### src/core/flow_status_consts.vh
// Register offsets, field positions and codes of the flow-control status block
`ifndef FLOW_STATUS_CONSTS_VH
`define FLOW_STATUS_CONSTS_VH

// ----------------------------------------
// Register byte addresses
// ----------------------------------------
`define ADDR_FLOW_STATUS 8'h44
`define ADDR_FLOW_CTRL 8'h48
`define ADDR_IRQ_STATUS 8'h4C
`define ADDR_IRQ_CLEAR 8'h50
`define ADDR_IRQ_ENABLE 8'h54

// ----------------------------------------
// Field positions and reset values
// ----------------------------------------
`define CTRL_AUTO_RX_BIT 0
`define CTRL_TX_FLOW_BIT 1
`define FLOW_STATUS_RST 8'h00
`define FLOW_CTRL_RST 2'h0
`define IRQ_RST 5'h00
`define IRQ_XOFF_RX 0
`define IRQ_XON_RX 1
`define IRQ_HALTED 2
`define IRQ_REENABLED 3
`define IRQ_FLOW_SENT 4

// ----------------------------------------
// Field codes
// ----------------------------------------
`define TXFLOW_NORMAL 2'h0
`define TXFLOW_HALT_PEND 2'h1
`define TXFLOW_REENABLED 2'h2
`define TXFLOW_HALTED 2'h3
`define TXCHR_NORMAL 2'h0
`define TXCHR_IDLE_WAIT 2'h1
`define TXCHR_XOFF_PEND 2'h2
`define TXCHR_XON_PEND 2'h3

// ----------------------------------------
// Timing
// ----------------------------------------
`define CLK_PERIOD_NS 100
`endif

### src/core/flow_status.v
// Flow-control status register block with Avalon-MM slave and interrupt
//
// Design decision made here: the Avalon-MM register port.
`timescale 1ns/1ps
`include "flow_status_consts.vh"

// What this block does
// - Bits 7:6 report received Xoff/Xon characters
// - Received indications latch until host reads
// - Received field updates regardless of mode bits
// - Bits 5:4 report automatically sent flow characters
// - Sent field reads 00 without auto mode
// - Clearing auto mode enable clears sent field
// - Bits 3:2: 00 normal, 11 halted
// - Pending halt waits for current character end
// - Restart shows 10; host read returns 00
// - Bits 1:0 report output character state
// - Idle wait holds until a flow request arrives, data starts or a bit tick sees data queued
// - Pending flow character sent within one character
// - Host read clears bits 7:4
module flow_status (
	input wire core_clk,
	input wire sys_rst,
	input wire [7:0] avs_address,
	input wire avs_read,
	input wire avs_write,
	input wire [31:0] avs_writedata,
	input wire [3:0] avs_byteenable,
	output reg [31:0] avs_readdata,
	output wire avs_waitrequest,
	input wire rx_char_valid,
	input wire [7:0] rx_char,
	input wire [7:0] xon_pattern,
	input wire [7:0] xoff_pattern,
	input wire send_xoff_req,
	input wire send_xon_req,
	input wire flow_char_sent,
	input wire tx_char_busy,
	input wire tx_char_done,
	input wire tx_data_start,
	input wire transmit_queue_empty,
	input wire bit_tick,
	output wire tx_halt,
	output wire flow_char_req,
	output wire flow_char_is_xon,
	output wire irq
);

	// ----------------------------------------
	// Bus slave: one wait cycle per access
	// ----------------------------------------
	// The first cycle of a request takes a snapshot into the read data; the
	// second cycle releases waitrequest and applies read side effects.
	reg ack_q;
	reg [7:0] snap_q;
	wire req = avs_read | avs_write;
	wire accept = req & ack_q;
	wire rd_status = accept & avs_read & (avs_address == `ADDR_FLOW_STATUS);
	wire wr_lane0 = accept & avs_write & avs_byteenable[0];
	wire wr_ctrl = wr_lane0 & (avs_address == `ADDR_FLOW_CTRL);
	wire wr_clear = wr_lane0 & (avs_address == `ADDR_IRQ_CLEAR);
	wire wr_enable = wr_lane0 & (avs_address == `ADDR_IRQ_ENABLE);

	assign avs_waitrequest = req & ~ack_q;

	always @(posedge core_clk or posedge sys_rst) begin
		if (sys_rst) begin
			ack_q <= 1'b0;
		end else begin
			ack_q <= req & ~ack_q;
		end
	end

	// ----------------------------------------
	// Control register
	// ----------------------------------------
	// Bit 0 mirrors the auto receiver flow enable, bit 1 the transmitter
	// flow control enable.
	reg [1:0] ctrl_q;
	wire auto_rx_en = ctrl_q[`CTRL_AUTO_RX_BIT];
	wire tx_flow_en = ctrl_q[`CTRL_TX_FLOW_BIT];

	always @(posedge core_clk or posedge sys_rst) begin
		if (sys_rst) begin
			ctrl_q <= `FLOW_CTRL_RST;
		end else if (wr_ctrl) begin
			ctrl_q <= avs_writedata[1:0];
		end
	end

	// ----------------------------------------
	// Character recognition
	// ----------------------------------------
	// No mode or mask gating here, so the field doubles as a detector.
	wire xon_seen = rx_char_valid & (rx_char == xon_pattern);
	wire xoff_seen = rx_char_valid & (rx_char == xoff_pattern);

	// ----------------------------------------
	// Received and sent character fields
	// ----------------------------------------
	reg [1:0] rx_field_q;
	reg [1:0] sent_field_q;
	reg [1:0] txflow_q;
	reg [1:0] txchr_q;
	reg [1:0] rx_field_d;
	reg [1:0] sent_field_d;
	localparam [7:0] STATUS_RST = `FLOW_STATUS_RST;
	wire [7:0] status_word = {rx_field_q, sent_field_q, txflow_q, txchr_q};
	wire sent_xon = flow_char_sent & (txchr_q == `TXCHR_XON_PEND);
	wire sent_xoff = flow_char_sent & (txchr_q == `TXCHR_XOFF_PEND);

	always @* begin
		rx_field_d = rx_field_q;
		sent_field_d = sent_field_q;
		// Only bits that the host actually saw are cleared, so an event
		// landing between snapshot and accept survives.
		if (rd_status) begin
			rx_field_d = rx_field_d & ~snap_q[7:6];
			sent_field_d = sent_field_d & ~snap_q[5:4];
		end
		// Bit 6 is Xoff, bit 7 is Xon; both may accumulate.
		rx_field_d = rx_field_d | {xon_seen, xoff_seen};
		// Bit 4 is Xon sent, bit 5 is Xoff sent.
		sent_field_d = sent_field_d | {sent_xoff, sent_xon};
		if (!auto_rx_en) begin
			sent_field_d = 2'h0;
		end
	end

	always @(posedge core_clk or posedge sys_rst) begin
		if (sys_rst) begin
			rx_field_q <= STATUS_RST[7:6];
			sent_field_q <= 2'h0;
		end else begin
			rx_field_q <= rx_field_d;
			sent_field_q <= sent_field_d;
		end
	end

	// ----------------------------------------
	// Transmitter flow state
	// ----------------------------------------
	reg [1:0] txflow_d;

	always @* begin
		txflow_d = txflow_q;
		case (txflow_q)
		`TXFLOW_NORMAL, `TXFLOW_REENABLED: begin
			if (txflow_q == `TXFLOW_REENABLED && rd_status &&
					snap_q[3:2] == `TXFLOW_REENABLED) begin
				txflow_d = `TXFLOW_NORMAL;
			end
			if (tx_flow_en && xoff_seen) begin
				if (tx_char_busy) begin
					txflow_d = `TXFLOW_HALT_PEND;
				end else begin
					txflow_d = `TXFLOW_HALTED;
				end
			end
		end
		`TXFLOW_HALT_PEND: begin
			if (tx_flow_en && xon_seen) begin
				txflow_d = `TXFLOW_NORMAL;
			end else if (tx_char_done || !tx_char_busy) begin
				txflow_d = `TXFLOW_HALTED;
			end
		end
		`TXFLOW_HALTED: begin
			if (xon_seen || !tx_flow_en) begin
				txflow_d = `TXFLOW_REENABLED;
			end
		end
		default: begin
			txflow_d = `TXFLOW_NORMAL;
		end
		endcase
		if (!tx_flow_en && txflow_q != `TXFLOW_HALTED && txflow_d != `TXFLOW_REENABLED) begin
			txflow_d = `TXFLOW_NORMAL;
		end
	end

	always @(posedge core_clk or posedge sys_rst) begin
		if (sys_rst) begin
			txflow_q <= `TXFLOW_NORMAL;
		end else begin
			txflow_q <= txflow_d;
		end
	end

	// The transmitter must not start a new character while halted.
	assign tx_halt = (txflow_q == `TXFLOW_HALTED) |
		((txflow_q == `TXFLOW_HALT_PEND) & ~tx_char_busy);

	// ----------------------------------------
	// Output character state
	// ----------------------------------------
	// A pending flow character pre-empts queue data at the next character
	// boundary, which bounds the pending state to one character time.
	reg [1:0] txchr_d;
	reg idle_tick_q;
	reg idle_tick_d;

	always @* begin
		txchr_d = txchr_q;
		idle_tick_d = idle_tick_q;
		case (txchr_q)
		`TXCHR_NORMAL: begin
			if (send_xon_req) begin
				txchr_d = `TXCHR_XON_PEND;
			end else if (send_xoff_req) begin
				txchr_d = `TXCHR_XOFF_PEND;
			end
		end
		`TXCHR_XOFF_PEND, `TXCHR_XON_PEND: begin
			if (flow_char_sent) begin
				txchr_d = `TXCHR_IDLE_WAIT;
				idle_tick_d = 1'b0;
			end else if (send_xon_req) begin
				txchr_d = `TXCHR_XON_PEND;
			end else if (send_xoff_req) begin
				txchr_d = `TXCHR_XOFF_PEND;
			end
		end
		`TXCHR_IDLE_WAIT: begin
			if (send_xon_req) begin
				txchr_d = `TXCHR_XON_PEND;
			end else if (send_xoff_req) begin
				txchr_d = `TXCHR_XOFF_PEND;
			end else if (tx_data_start) begin
				txchr_d = `TXCHR_NORMAL;
			end else if (bit_tick && !transmit_queue_empty) begin
				// A bit tick has arrived with data waiting.
				txchr_d = `TXCHR_NORMAL;
			end else if (bit_tick) begin
				idle_tick_d = 1'b1;
			end
		end
		default: begin
			txchr_d = `TXCHR_NORMAL;
		end
		endcase
	end

	always @(posedge core_clk or posedge sys_rst) begin
		if (sys_rst) begin
			txchr_q <= `TXCHR_NORMAL;
			idle_tick_q <= 1'b0;
		end else begin
			txchr_q <= txchr_d;
			idle_tick_q <= idle_tick_d;
		end
	end

	assign flow_char_req = txchr_q[1];
	assign flow_char_is_xon = (txchr_q == `TXCHR_XON_PEND);

	// ----------------------------------------
	// Interrupt status, clear and enable
	// ----------------------------------------
	reg [4:0] irq_sts_q;
	reg [4:0] irq_en_q;
	wire [4:0] irq_set;

	assign irq_set[`IRQ_XOFF_RX] = xoff_seen;
	assign irq_set[`IRQ_XON_RX] = xon_seen;
	assign irq_set[`IRQ_HALTED] = (txflow_d == `TXFLOW_HALTED) &
		(txflow_q != `TXFLOW_HALTED);
	assign irq_set[`IRQ_REENABLED] = (txflow_d == `TXFLOW_REENABLED) &
		(txflow_q != `TXFLOW_REENABLED);
	assign irq_set[`IRQ_FLOW_SENT] = flow_char_sent & txchr_q[1];

	always @(posedge core_clk or posedge sys_rst) begin
		if (sys_rst) begin
			irq_sts_q <= `IRQ_RST;
			irq_en_q <= `IRQ_RST;
		end else begin
			// Set wins over a clear in the same cycle.
			if (wr_clear) begin
				irq_sts_q <= (irq_sts_q & ~avs_writedata[4:0]) | irq_set;
			end else begin
				irq_sts_q <= irq_sts_q | irq_set;
			end
			if (wr_enable) begin
				irq_en_q <= avs_writedata[4:0];
			end
		end
	end

	assign irq = |(irq_sts_q & irq_en_q);

	// ----------------------------------------
	// Read data
	// ----------------------------------------
	// Loaded in the wait cycle and held through the accepting edge.
	always @(posedge core_clk or posedge sys_rst) begin
		if (sys_rst) begin
			avs_readdata <= 32'h00000000;
			snap_q <= `FLOW_STATUS_RST;
		end else if (avs_read && !ack_q) begin
			snap_q <= 8'h00;
			case (avs_address)
			`ADDR_FLOW_STATUS: begin
				avs_readdata <= {24'h000000, status_word};
				snap_q <= status_word;
			end
			`ADDR_FLOW_CTRL: begin
				avs_readdata <= {30'h0000000, ctrl_q};
			end
			`ADDR_IRQ_STATUS: begin
				avs_readdata <= {27'h000000, irq_sts_q};
			end
			`ADDR_IRQ_ENABLE: begin
				avs_readdata <= {27'h000000, irq_en_q};
			end
			default: begin
				avs_readdata <= 32'h00000000;
			end
			endcase
		end
	end

endmodule

### config.mk
export PLATFORM = sky130hd
export DESIGN_NAME = flow_status
export DESIGN_NICKNAME = d
export VERILOG_FILES = /design/src/core/flow_status.v
export VERILOG_INCLUDE_DIRS = /design/src /design/src/core
export SDC_FILE = /design/constraint.sdc
export NUM_CORES = 1
export LEC_CHECK = 0
export BUFFER_PORTS_ARGS = -buffer_cell sky130_fd_sc_hd__buf_2
export CORE_MARGIN = 2
export CORE_UTILIZATION = 40
export DETAILED_ROUTE_END_ITERATION = 10
export PLACE_DENSITY = 0.77
export SYNTH_ARGS = -nofsm -noshare
export SYNTH_HDL_FRONTEND = slang
export SYNTH_SLANG_ARGS = --single-unit
### constraint.sdc
create_clock -name core_clk -period 1.56 [get_ports core_clk]
set_input_delay 0.468 -clock core_clk [delete_from_list [all_inputs] [get_ports core_clk]]
set_output_delay 0.468 -clock core_clk [all_outputs]
set_load 0.005 [all_outputs]
; Word-level counts from Yosys, hierarchy flattened
; Index checks and enable logic that the tools add are counted.
; W data, S select, Z words.
[totals]
reg_bits = 61
output_inout_bits = 37
[classes]
bitwise_logic = 32
eq_ne = 20
reduce_logical = 19
mux = 22
[ops]
columns = op, n
row1 = $eq A8 B7 Y1 const B, 5
row2 = $mux W2, 17
row3 = $pmux W8 S4, 1
row4 = $and A1 B1 Y1, 17
row5 = $eq A8 B8 Y1, 2
row6 = $eq A2 B2 Y1 const B, 7
row7 = $pmux W2 S3, 2
row8 = $and A5 B5 Y5, 2
row9 = $or A5 B5 Y5, 2
row10 = $logic_and A1 B1 Y1, 8
row11 = $mux W8, 1
row12 = $ne A2 B2 Y1 const B, 3
row13 = $mux W5, 1
row14 = $ne A5 B5 Y1 const B, 1
row15 = $not A5 Y5, 1
row16 = $reduce_or A5 Y1, 1
row17 = $and A2 B2 Y2, 2
row18 = $eq A2 B1 Y1 const B, 2
row19 = $logic_not A1 Y1, 4
row20 = $logic_not A2 Y1, 2
row21 = $not A2 Y2, 2
row22 = $or A2 B2 Y2, 2
row23 = $reduce_or A2 Y1, 2
row24 = $logic_or A1 B1 Y1, 2
row25 = other kinds (2), 4

; Logic depth before layout (Yosys ltp)
; Gate-level depths: netlist of the first run.
[logic_depth]
depth_word = 16
depth_mapped = 5
depth_no_buf = 5

; Worst setup path after synthesis of the first run
; Ideal clock, no wire load.
[synth_path]
kind = input to register
startpoint = input port avs_address[1]
endpoint = register ctrl_q[1]
setup_time_ns = 0.125
setup_slack_ns = -0.262
arrival_time_ns = 1.697
n_path_buf = 0
t_required_ns = 1.435
cell_stages = 4
cell_sequence = nor4_4 > nand2_2 > or4_4 > mux2_4
[synth_via]
elab_chain_cells = 2
[synth_rtl]
columns = item, line
row1 = start: declaration, flow_status.v:24  ; input wire [7:0] avs_address,
row2 = $eq A8 B7 Y1, --
row3 = $and A1 B1 Y1, flow_status.v:60  ; wire wr_ctrl = wr_lane0 & (avs_address == `ADDR_FLOW_CTRL);
row4 = end signal: assignment, flow_status.v:85  ; ctrl_q <= `FLOW_CTRL_RST;
row5 = end signal: assignment, flow_status.v:87  ; ctrl_q <= avs_writedata[1:0];
row6 = end: declaration, flow_status.v:79  ; reg [1:0] ctrl_q;
; No other way between the ends.
; A chain may end at the register's enable or synchronous reset.

; Worst setup path after layout of the first run
[layout_path]
startpoint = register irq_en_q[0]
endpoint = output port irq
[layout_via]
elab_chain_cells = 2
[layout_rtl]
columns = item, line
row1 = start: declaration, flow_status.v:261  ; reg [4:0] irq_en_q;
row2 = start signal: assignment, flow_status.v:275  ; irq_en_q <= `IRQ_RST;
row3 = start signal: assignment, flow_status.v:284  ; irq_en_q <= avs_writedata[4:0];
row4 = $and A5 B5 Y5, flow_status.v:289  ; assign irq = |(irq_sts_q & irq_en_q);
row5 = $reduce_or A5 Y1, flow_status.v:289
row6 = end: declaration, flow_status.v:46  ; output wire irq
; No other way between the ends.

==> results.py, run 1 <==
metrics = {
    "outcome": {
        "status": "finished, violations left",
        "violations": "setup timing",
    },
    "synth": {
        "syn_avg_cell_area_um2": 9.98,
        "synth_seq_area_share_pct": 42.4,
        "synth_top_family_by_area": "compound AO/OA/AOI/OAI gates",
        "synth-edff-count": 0,
        "async_flop_share_pct": 100,
        "yosys_register_bits": 35,
        "synth-xor-area-share_pct": 6.78,
        "synth_top_area_share_pct": 42.4,
        "yosysUniqueCellTypes": 44,
        "synthFlopType": "dfrtp_1",
        "synthAdderAreaFrac_pct": 0,
        "netlist_instances": 207,
        "synthMuxAreaShare_pct": 4.91,
        "yosys-top-cells-area": "dfrtp_1, buf_4, a22o_1",
        "netlist_area_um2": 2070,
        "ys_warn_count": 0,
        "synth.top_cells.by_count": "dfrtp_1, buf_4, a22o_1",
        "synth_compound_area_share_pct": 18.4,
        "synth.most_common_cell": "dfrtp_1",
        "synthSimpleGateAreaFrac_pct": 15.9,
        "yosysTopAreaCell": "dfrtp_1",
    },
    "sta": {
        "period_needed_ns": 1.71,
        "max_freq_mhz": 585,
        "worst_clock_skew_ns": 0.00454,
        "fin_setup_tns_ns": -0.268,
        "grt_setup_unrepaired": "true",
        "slew_viol_final": 0,
        "finalHoldViolations": 0,
        "final.period_utilization_pct": 110,
        "fin_ws_ns": -0.151,
        "setup_viol": 4,
    },
    "setup_path": {
        "worstPathArrival_ns": 1.24,
        "startpoint_type": "flip-flop",
        "critical_path_class": "flip-flop to primary output",
        "crit_required_ns": 1.09,
        "end_kind": "primary output",
        "reg2reg_from": "ack_q",
        "r2r_setup_slack_ns": 0.07,
        "path_max_fanout": 2,
        "r2r_cells": 5,
        "worst_r2r_endpoint": "irq_sts_q[2]",
    },
    "die": {
        "die_w_um": 75.9,
        "io_pins": 118,
        "fp.dieArea_um2": 5760,
        "initial_core_util_pct": 41.0,
        "core_um2": 5040,
        "fp-row-count": 26,
        "die_h_um": 75.9,
    },
    "clocking": {
        "cts_tree": "yes",
        "htreeDepth": 2,
        "clkSlewWorstSetupHoldPaths_ns": 0.07,
        "cts_max_path_buffers": 2,
        "cts_buffers": 5,
        "clock_latency_ns": 0.29,
        "root_buffer": "clkbuf_8",
        "cts.sinks": 35,
    },
    "job": {
        "cap_violations": 0,
    },
    "power": {
        "p_leak_nw": 1.44,
        "power_w": 0.00215,
        "ir_drop_v": 0.000506,
        "power.density_nw_per_um2": 741,
    },
    "routing": {
        "drt_iter0_drc": 105,
        "dr_total_vias": 1813,
        "avgRoutedWirePerCell_um": 13.6,
        "drc": 0,
        "vias_per_cell": 4.87,
        "drtAntennaViolNets": 0,
        "wl_mm": 5.05,
        "firstDrtPassIters": 5,
    },
    "global_routing": {
        "grt_max_degree": 36,
        "grt_use_total_pct": 17.6,
        "antenna_found_initial": 0,
        "grt_first_pass_wirelength_mm": 7.57,
        "first_global_vias": 1663,
        "overflow": 0,
    },
    "finish": {
        "instances_no_fill": 372,
        "num_antenna_cells": 0,
        "multi_input_area_um2": 1220,
        "stdcell_area_um2": 2900,
        "syn2layout_area_growth_pct": 40.5,
        "layout-drive-gt1-share_pct": 44.4,
        "num-nets-final": 382,
        "regArea_um2": 877,
        "fillCellCount": 433,
    },
    "hold_path": {
        "hold_class": "input pin to asynchronous set/reset pin",
    },
    "placement": {
        "port_buffers": 63,
        "placed_area_um2": 2530,
        "hpwlAfterDp_mm": 3.61,
        "gp_congestion": 0.820,
        "place_inst": 358,
    },
}
==> cell type report <==
class | instances | area share, %
Inverter | 11 | 1.42
Sequential cell | 35 | 30.2
Timing Repair Buffer | 92 | 19.2
Multi-Input combinational cell | 156 | 42.1
Clock buffer | 6 | 2.84
Clock inverter | 2 | 1.21
Tap cell | 70 | 3.02
==> through the flow <==
stage / setup WS, ns / hold slack, ns / utilization, %
2_1_floorplan: -0.262 / 0.467 / -
3_3_place_gp: -0.427 / 0.486 / 50.3
3_5_place_dp: -0.463 / 0.489 / 50.3
4_1_cts: -0.155 / 0.287 / 54.0
5_1_grt: -0.210 / 0.332 / 57.6
6_report: -0.151 / 0.276 / 57.6
==> registers in the layout, summed over array words and instances (netlist names) <==
name / count
avs_readdata: 8
snap_q: 6
irq_en_q: 5
irq_sts_q: 5
ctrl_q: 2
rx_field_q: 2
sent_field_q: 2
txchr_q: 2
txflow_q: 2
ack_q: 1
==> how the worst max path moves through the flow <==
stage | startpoint | end | depth (start not counted)
after floorplan | avs_address[1] | ctrl_q[1] | 4
after global placement | avs_address[1] | irq_sts_q[2] | 6
after detailed placement | avs_address[1] | irq_sts_q[3] | 6
after CTS | irq_en_q[0] | irq | 3
after global routing | irq_en_q[0] | irq | 3
final | irq_en_q[0] | irq | 3
==> placed cells by master (no fill, tap or decap), types with 2 or more instances in the layout <==
cell / count
o2bb2ai_4: 2
buf_6: 5
buf_2: 61
or4_4: 2
nor2b_1: 5
nor3b_1: 2
o21ai_2: 4
o21ai_1: 2
mux2_4: 6
o41ai_2: 2
xor2_1: 6
inv_1: 11
o21ai_0: 5
mux2i_1: 3
xnor2_1: 9
nand4_1: 3
a22oi_1: 3
dfrtp_1: 34
nand2_1: 14
and2_1: 2
clkbuf_8: 6
nor2_1: 4
conb_1: 24
a22o_1: 16
nand3_1: 5
nand2b_1: 5
nor4_4: 3
buf_4: 26
a21oi_1: 2
==> routing by layer <==
layer | part of all wire [%] | vias up | GRT usage, %
li1 | - | 882 | -
met1 | 44 | 874 | 23.4
met2 | 50 | 50 | 28.0
met3 | 4.4 | 7 | 3.44
met4 | 1.7 | 0 | 7.02
met5 | 0 | - | 0
==> report_power, final <==
part | leakage, nW | internal, W | switching [W]
sequential | 0.459 | 0.000937 | 0.0000295
combinational | 0.919 | 0.000163 | 0.000180
clock | 0.0612 | 0.000517 | 0.000324
total | 1.44 | 0.00162 | 0.000534
==> critical path, cell delays in order, from the launching register on <==
cell and delay [ns]:
dfrtp_1 0.39, a222oi_1 0.33, nand2_1 0.11, buf_2 0.13
==> cell families (layout without fill, tap and decap cells) <==
kind of cell / Yosys count / in the layout
muxes: 9 / 9
xor gates and xnor gates: 16 / 16
buffers and inverters: 39 / 111
DFF: 35 / 35
other: 1 / 24
AOI/OAI and AO/OA: 51 / 51
and+or+nand+nor: 56 / 56
==> repair_timing <==
| item | in CTS | in global routing |
|---|---|---|
| gates cloned | 0 | 1 |
| hold buffers | 0 | 0 |
| setup endpoints to repair | 13 | 28 |
| resized for setup | 15 | 31 |
| pin swaps | 8 | 16 |
| setup buffers | 1 | 4 |
Power figures use the tool's default switching activity.
==> run 2, diff against run 1 <==
--- a/config.mk
+++ b/config.mk
@@ -12,4 +12,5 @@
 export DETAILED_ROUTE_END_ITERATION = 10
 export PLACE_DENSITY = 0.77
+export SKIP_LAST_GASP = 1
 export SYNTH_ARGS = -nofsm -noshare
 export SYNTH_HDL_FRONTEND = slang
==> constraint.sdc (replaced) <==
create_clock -name core_clk -period 1.56 [get_ports core_clk]
set_input_delay 0.156 -clock core_clk [delete_from_list [all_inputs] [get_ports core_clk]]
set_output_delay 0.156 -clock core_clk [all_outputs]
set_load 0.005 [all_outputs]
==> run 2 against run 1 <==
Critical path type is now flip-flop to flip-flop. Combinational power fell by 16%. Die area unchanged. Register-to-register slack improved by 0.05 ns. Cell area decreased by 10%. The run now ends clean.
==> results.py, run 2 (same netlist as run 1, synthesis figures left out) <==
metrics = {
    "routing": {
        "firstDrtPassIters": 4,
        "avgRoutedWirePerCell_um": 12.1,
        "drt_iter0_drc": 42,
        "drc": 0,
        "drtAntennaViolNets": 0,
        "wl_mm": 4.35,
        "dr_total_vias": 1715,
        "vias_per_cell": 4.76,
    },
    "finish": {
        "layout-drive-gt1-share_pct": 34.8,
        "regMostFlops": "avs_readdata",
        "syn2layout_area_growth_pct": 26.1,
        "utilization_pct": 51.7,
        "layout_common_cells": "buf_2, dfrtp_1, conb_1",
        "fillCellCount": 472,
        "largest_reg_flops": 8,
        "num_antenna_cells": 0,
        "reg_top3": "avs_readdata: 8 flops, snap_q: 6 flops",
        "num-nets-final": 370,
        "final_common_cell": "buf_2",
    },
    "power": {
        "p_leak_nw": 1.31,
        "power.density_nw_per_um2": 759,
        "ir_drop_v": 0.000506,
    },
    "clocking": {
        "cts.sinks": 35,
        "cts_buffers": 5,
        "cts_max_path_buffers": 2,
        "clkSlewWorstSetupHoldPaths_ns": 0.07,
        "cts_tree": "yes",
        "clock_latency_ns": 0.29,
        "root_buffer": "clkbuf_8",
        "htreeDepth": 2,
    },
    "placement": {
        "gp_congestion": 0.814,
        "port_buffers": 63,
        "hpwlAfterDp_mm": 3.48,
    },
    "global_routing": {
        "grt_max_degree": 36,
        "overflow": 0,
        "grt_use_total_pct": 15.7,
        "antenna_found_initial": 0,
        "first_global_vias": 1559,
        "grt_first_pass_wirelength_mm": 6.92,
    },
    "sta": {
        "grt_setup_unrepaired": "false",
        "slew_viol_final": 0,
        "finalHoldViolations": 0,
        "period_needed_ns": 1.44,
        "final.period_utilization_pct": 92.4,
        "max_freq_mhz": 694,
        "worst_clock_skew_ns": 0.00837,
        "whs_ns": 0.0755,
        "setup_viol": 0,
    },
    "hold_path": {
        "hold_class": "input pin to flip-flop",
        "hp-start": "send_xon_req",
    },
    "setup_path": {
        "crit_required_ns": 1.74,
        "critPathLaunch": "ack_q",
        "crit_buf_inv": 1,
        "worstPathCellList": "buf_4, nand3_1, or4_4, mux2_4",
        "startpoint_type": "flip-flop",
        "worstPathArrival_ns": 1.62,
        "crit_family": "simple AND/OR/NAND/NOR gates",
        "path_max_fanout": 3,
        "reg2reg_from": "ack_q",
        "end_kind": "flip-flop",
        "cp_slowest_stage_delay_ns": 0.51,
        "critical_path_class": "flip-flop to flip-flop",
        "cp_slowest_cell": "or4_4",
    },
    "job": {
        "cap_violations": 0,
    },
    "die": {
        "fp.dieArea_um2": 5760,
        "die_h_um": 75.9,
        "fp-row-count": 26,
        "core_um2": 5040,
        "io_pins": 118,
        "die_w_um": 75.9,
        "initial_core_util_pct": 41.0,
    },
    "outcome": {
        "status": "complete, no violations",
    },
}
## run 2: path summary, 6_finish.rpt
kind	endpoint	slack (ns)	cells after the start
max reg2reg	ctrl_q[1]	0.12	4
max in group asynchronous	ack_q	0.74	4
min reg2reg	avs_readdata[7]	0.50	1
min in group asynchronous	avs_readdata[6]	0.50	4
min	txchr_q[0]	0.08	2
max	ctrl_q[1]	0.12	4
## run 2: repair_timing
action                                  CTS  global route
hold buffers                              1             0
pin swaps                                 0             2
buffers inserted                          0             0
endpoints found under the setup margin    1             4
resized for setup                         2             1
endpoints found under the hold margin    35             0
## run 2: metrics by stage
stage | setup WS (ns) | cells | TNS [ns] | total power, W | area [um2]
3_5_place_dp | -0.154 | 351 | -0.646 | 0.00127 | 2480
3_3_place_gp | -0.108 | 351 | -0.576 | 0.00126 | 2480
2_1_floorplan | 0.0500 | 230 | 0 | 0.00117 | 2150
5_1_grt | 0.0110 | 360 | 0 | 0.00207 | 2610
4_1_cts | 0.0147 | 360 | 0 | 0.00199 | 2600
6_report | 0.119 | 360 | 0 | 0.00198 | 2610
## run 2: final cells by class
class / instances / area [um2] / area share, %
Sequential cell: 35 / 876 / 33.6
Timing Repair Buffer: 80 / 445 / 17.1
Inverter: 11 / 41.3 / 1.59
Clock buffer: 7 / 96.3 / 3.70
Multi-Input combinational cell: 156 / 1050 / 40.3
Tap cell: 70 / 87.6 / 3.36
Clock inverter: 1 / 7.51 / 0.288
## run 2: power by group
| group | internal (W) | switching, W |
|---|---|---|
| Clock | 0.000401 | 0.000321 |
| Combinational | 0.000136 | 0.000153 |
| Sequential | 0.000937 | 0.0000275 |
## run 2: routing by layer
metal / wire length, um / vias up / GRT usage, %
li1: - / 859 / -
met1: 2060 / 805 / 21.8
met2: 2090 / 47 / 24.9
met3: 162 / 4 / 2.78
met4: 38 / 0 / 5.26
met5: 0 / - / 0
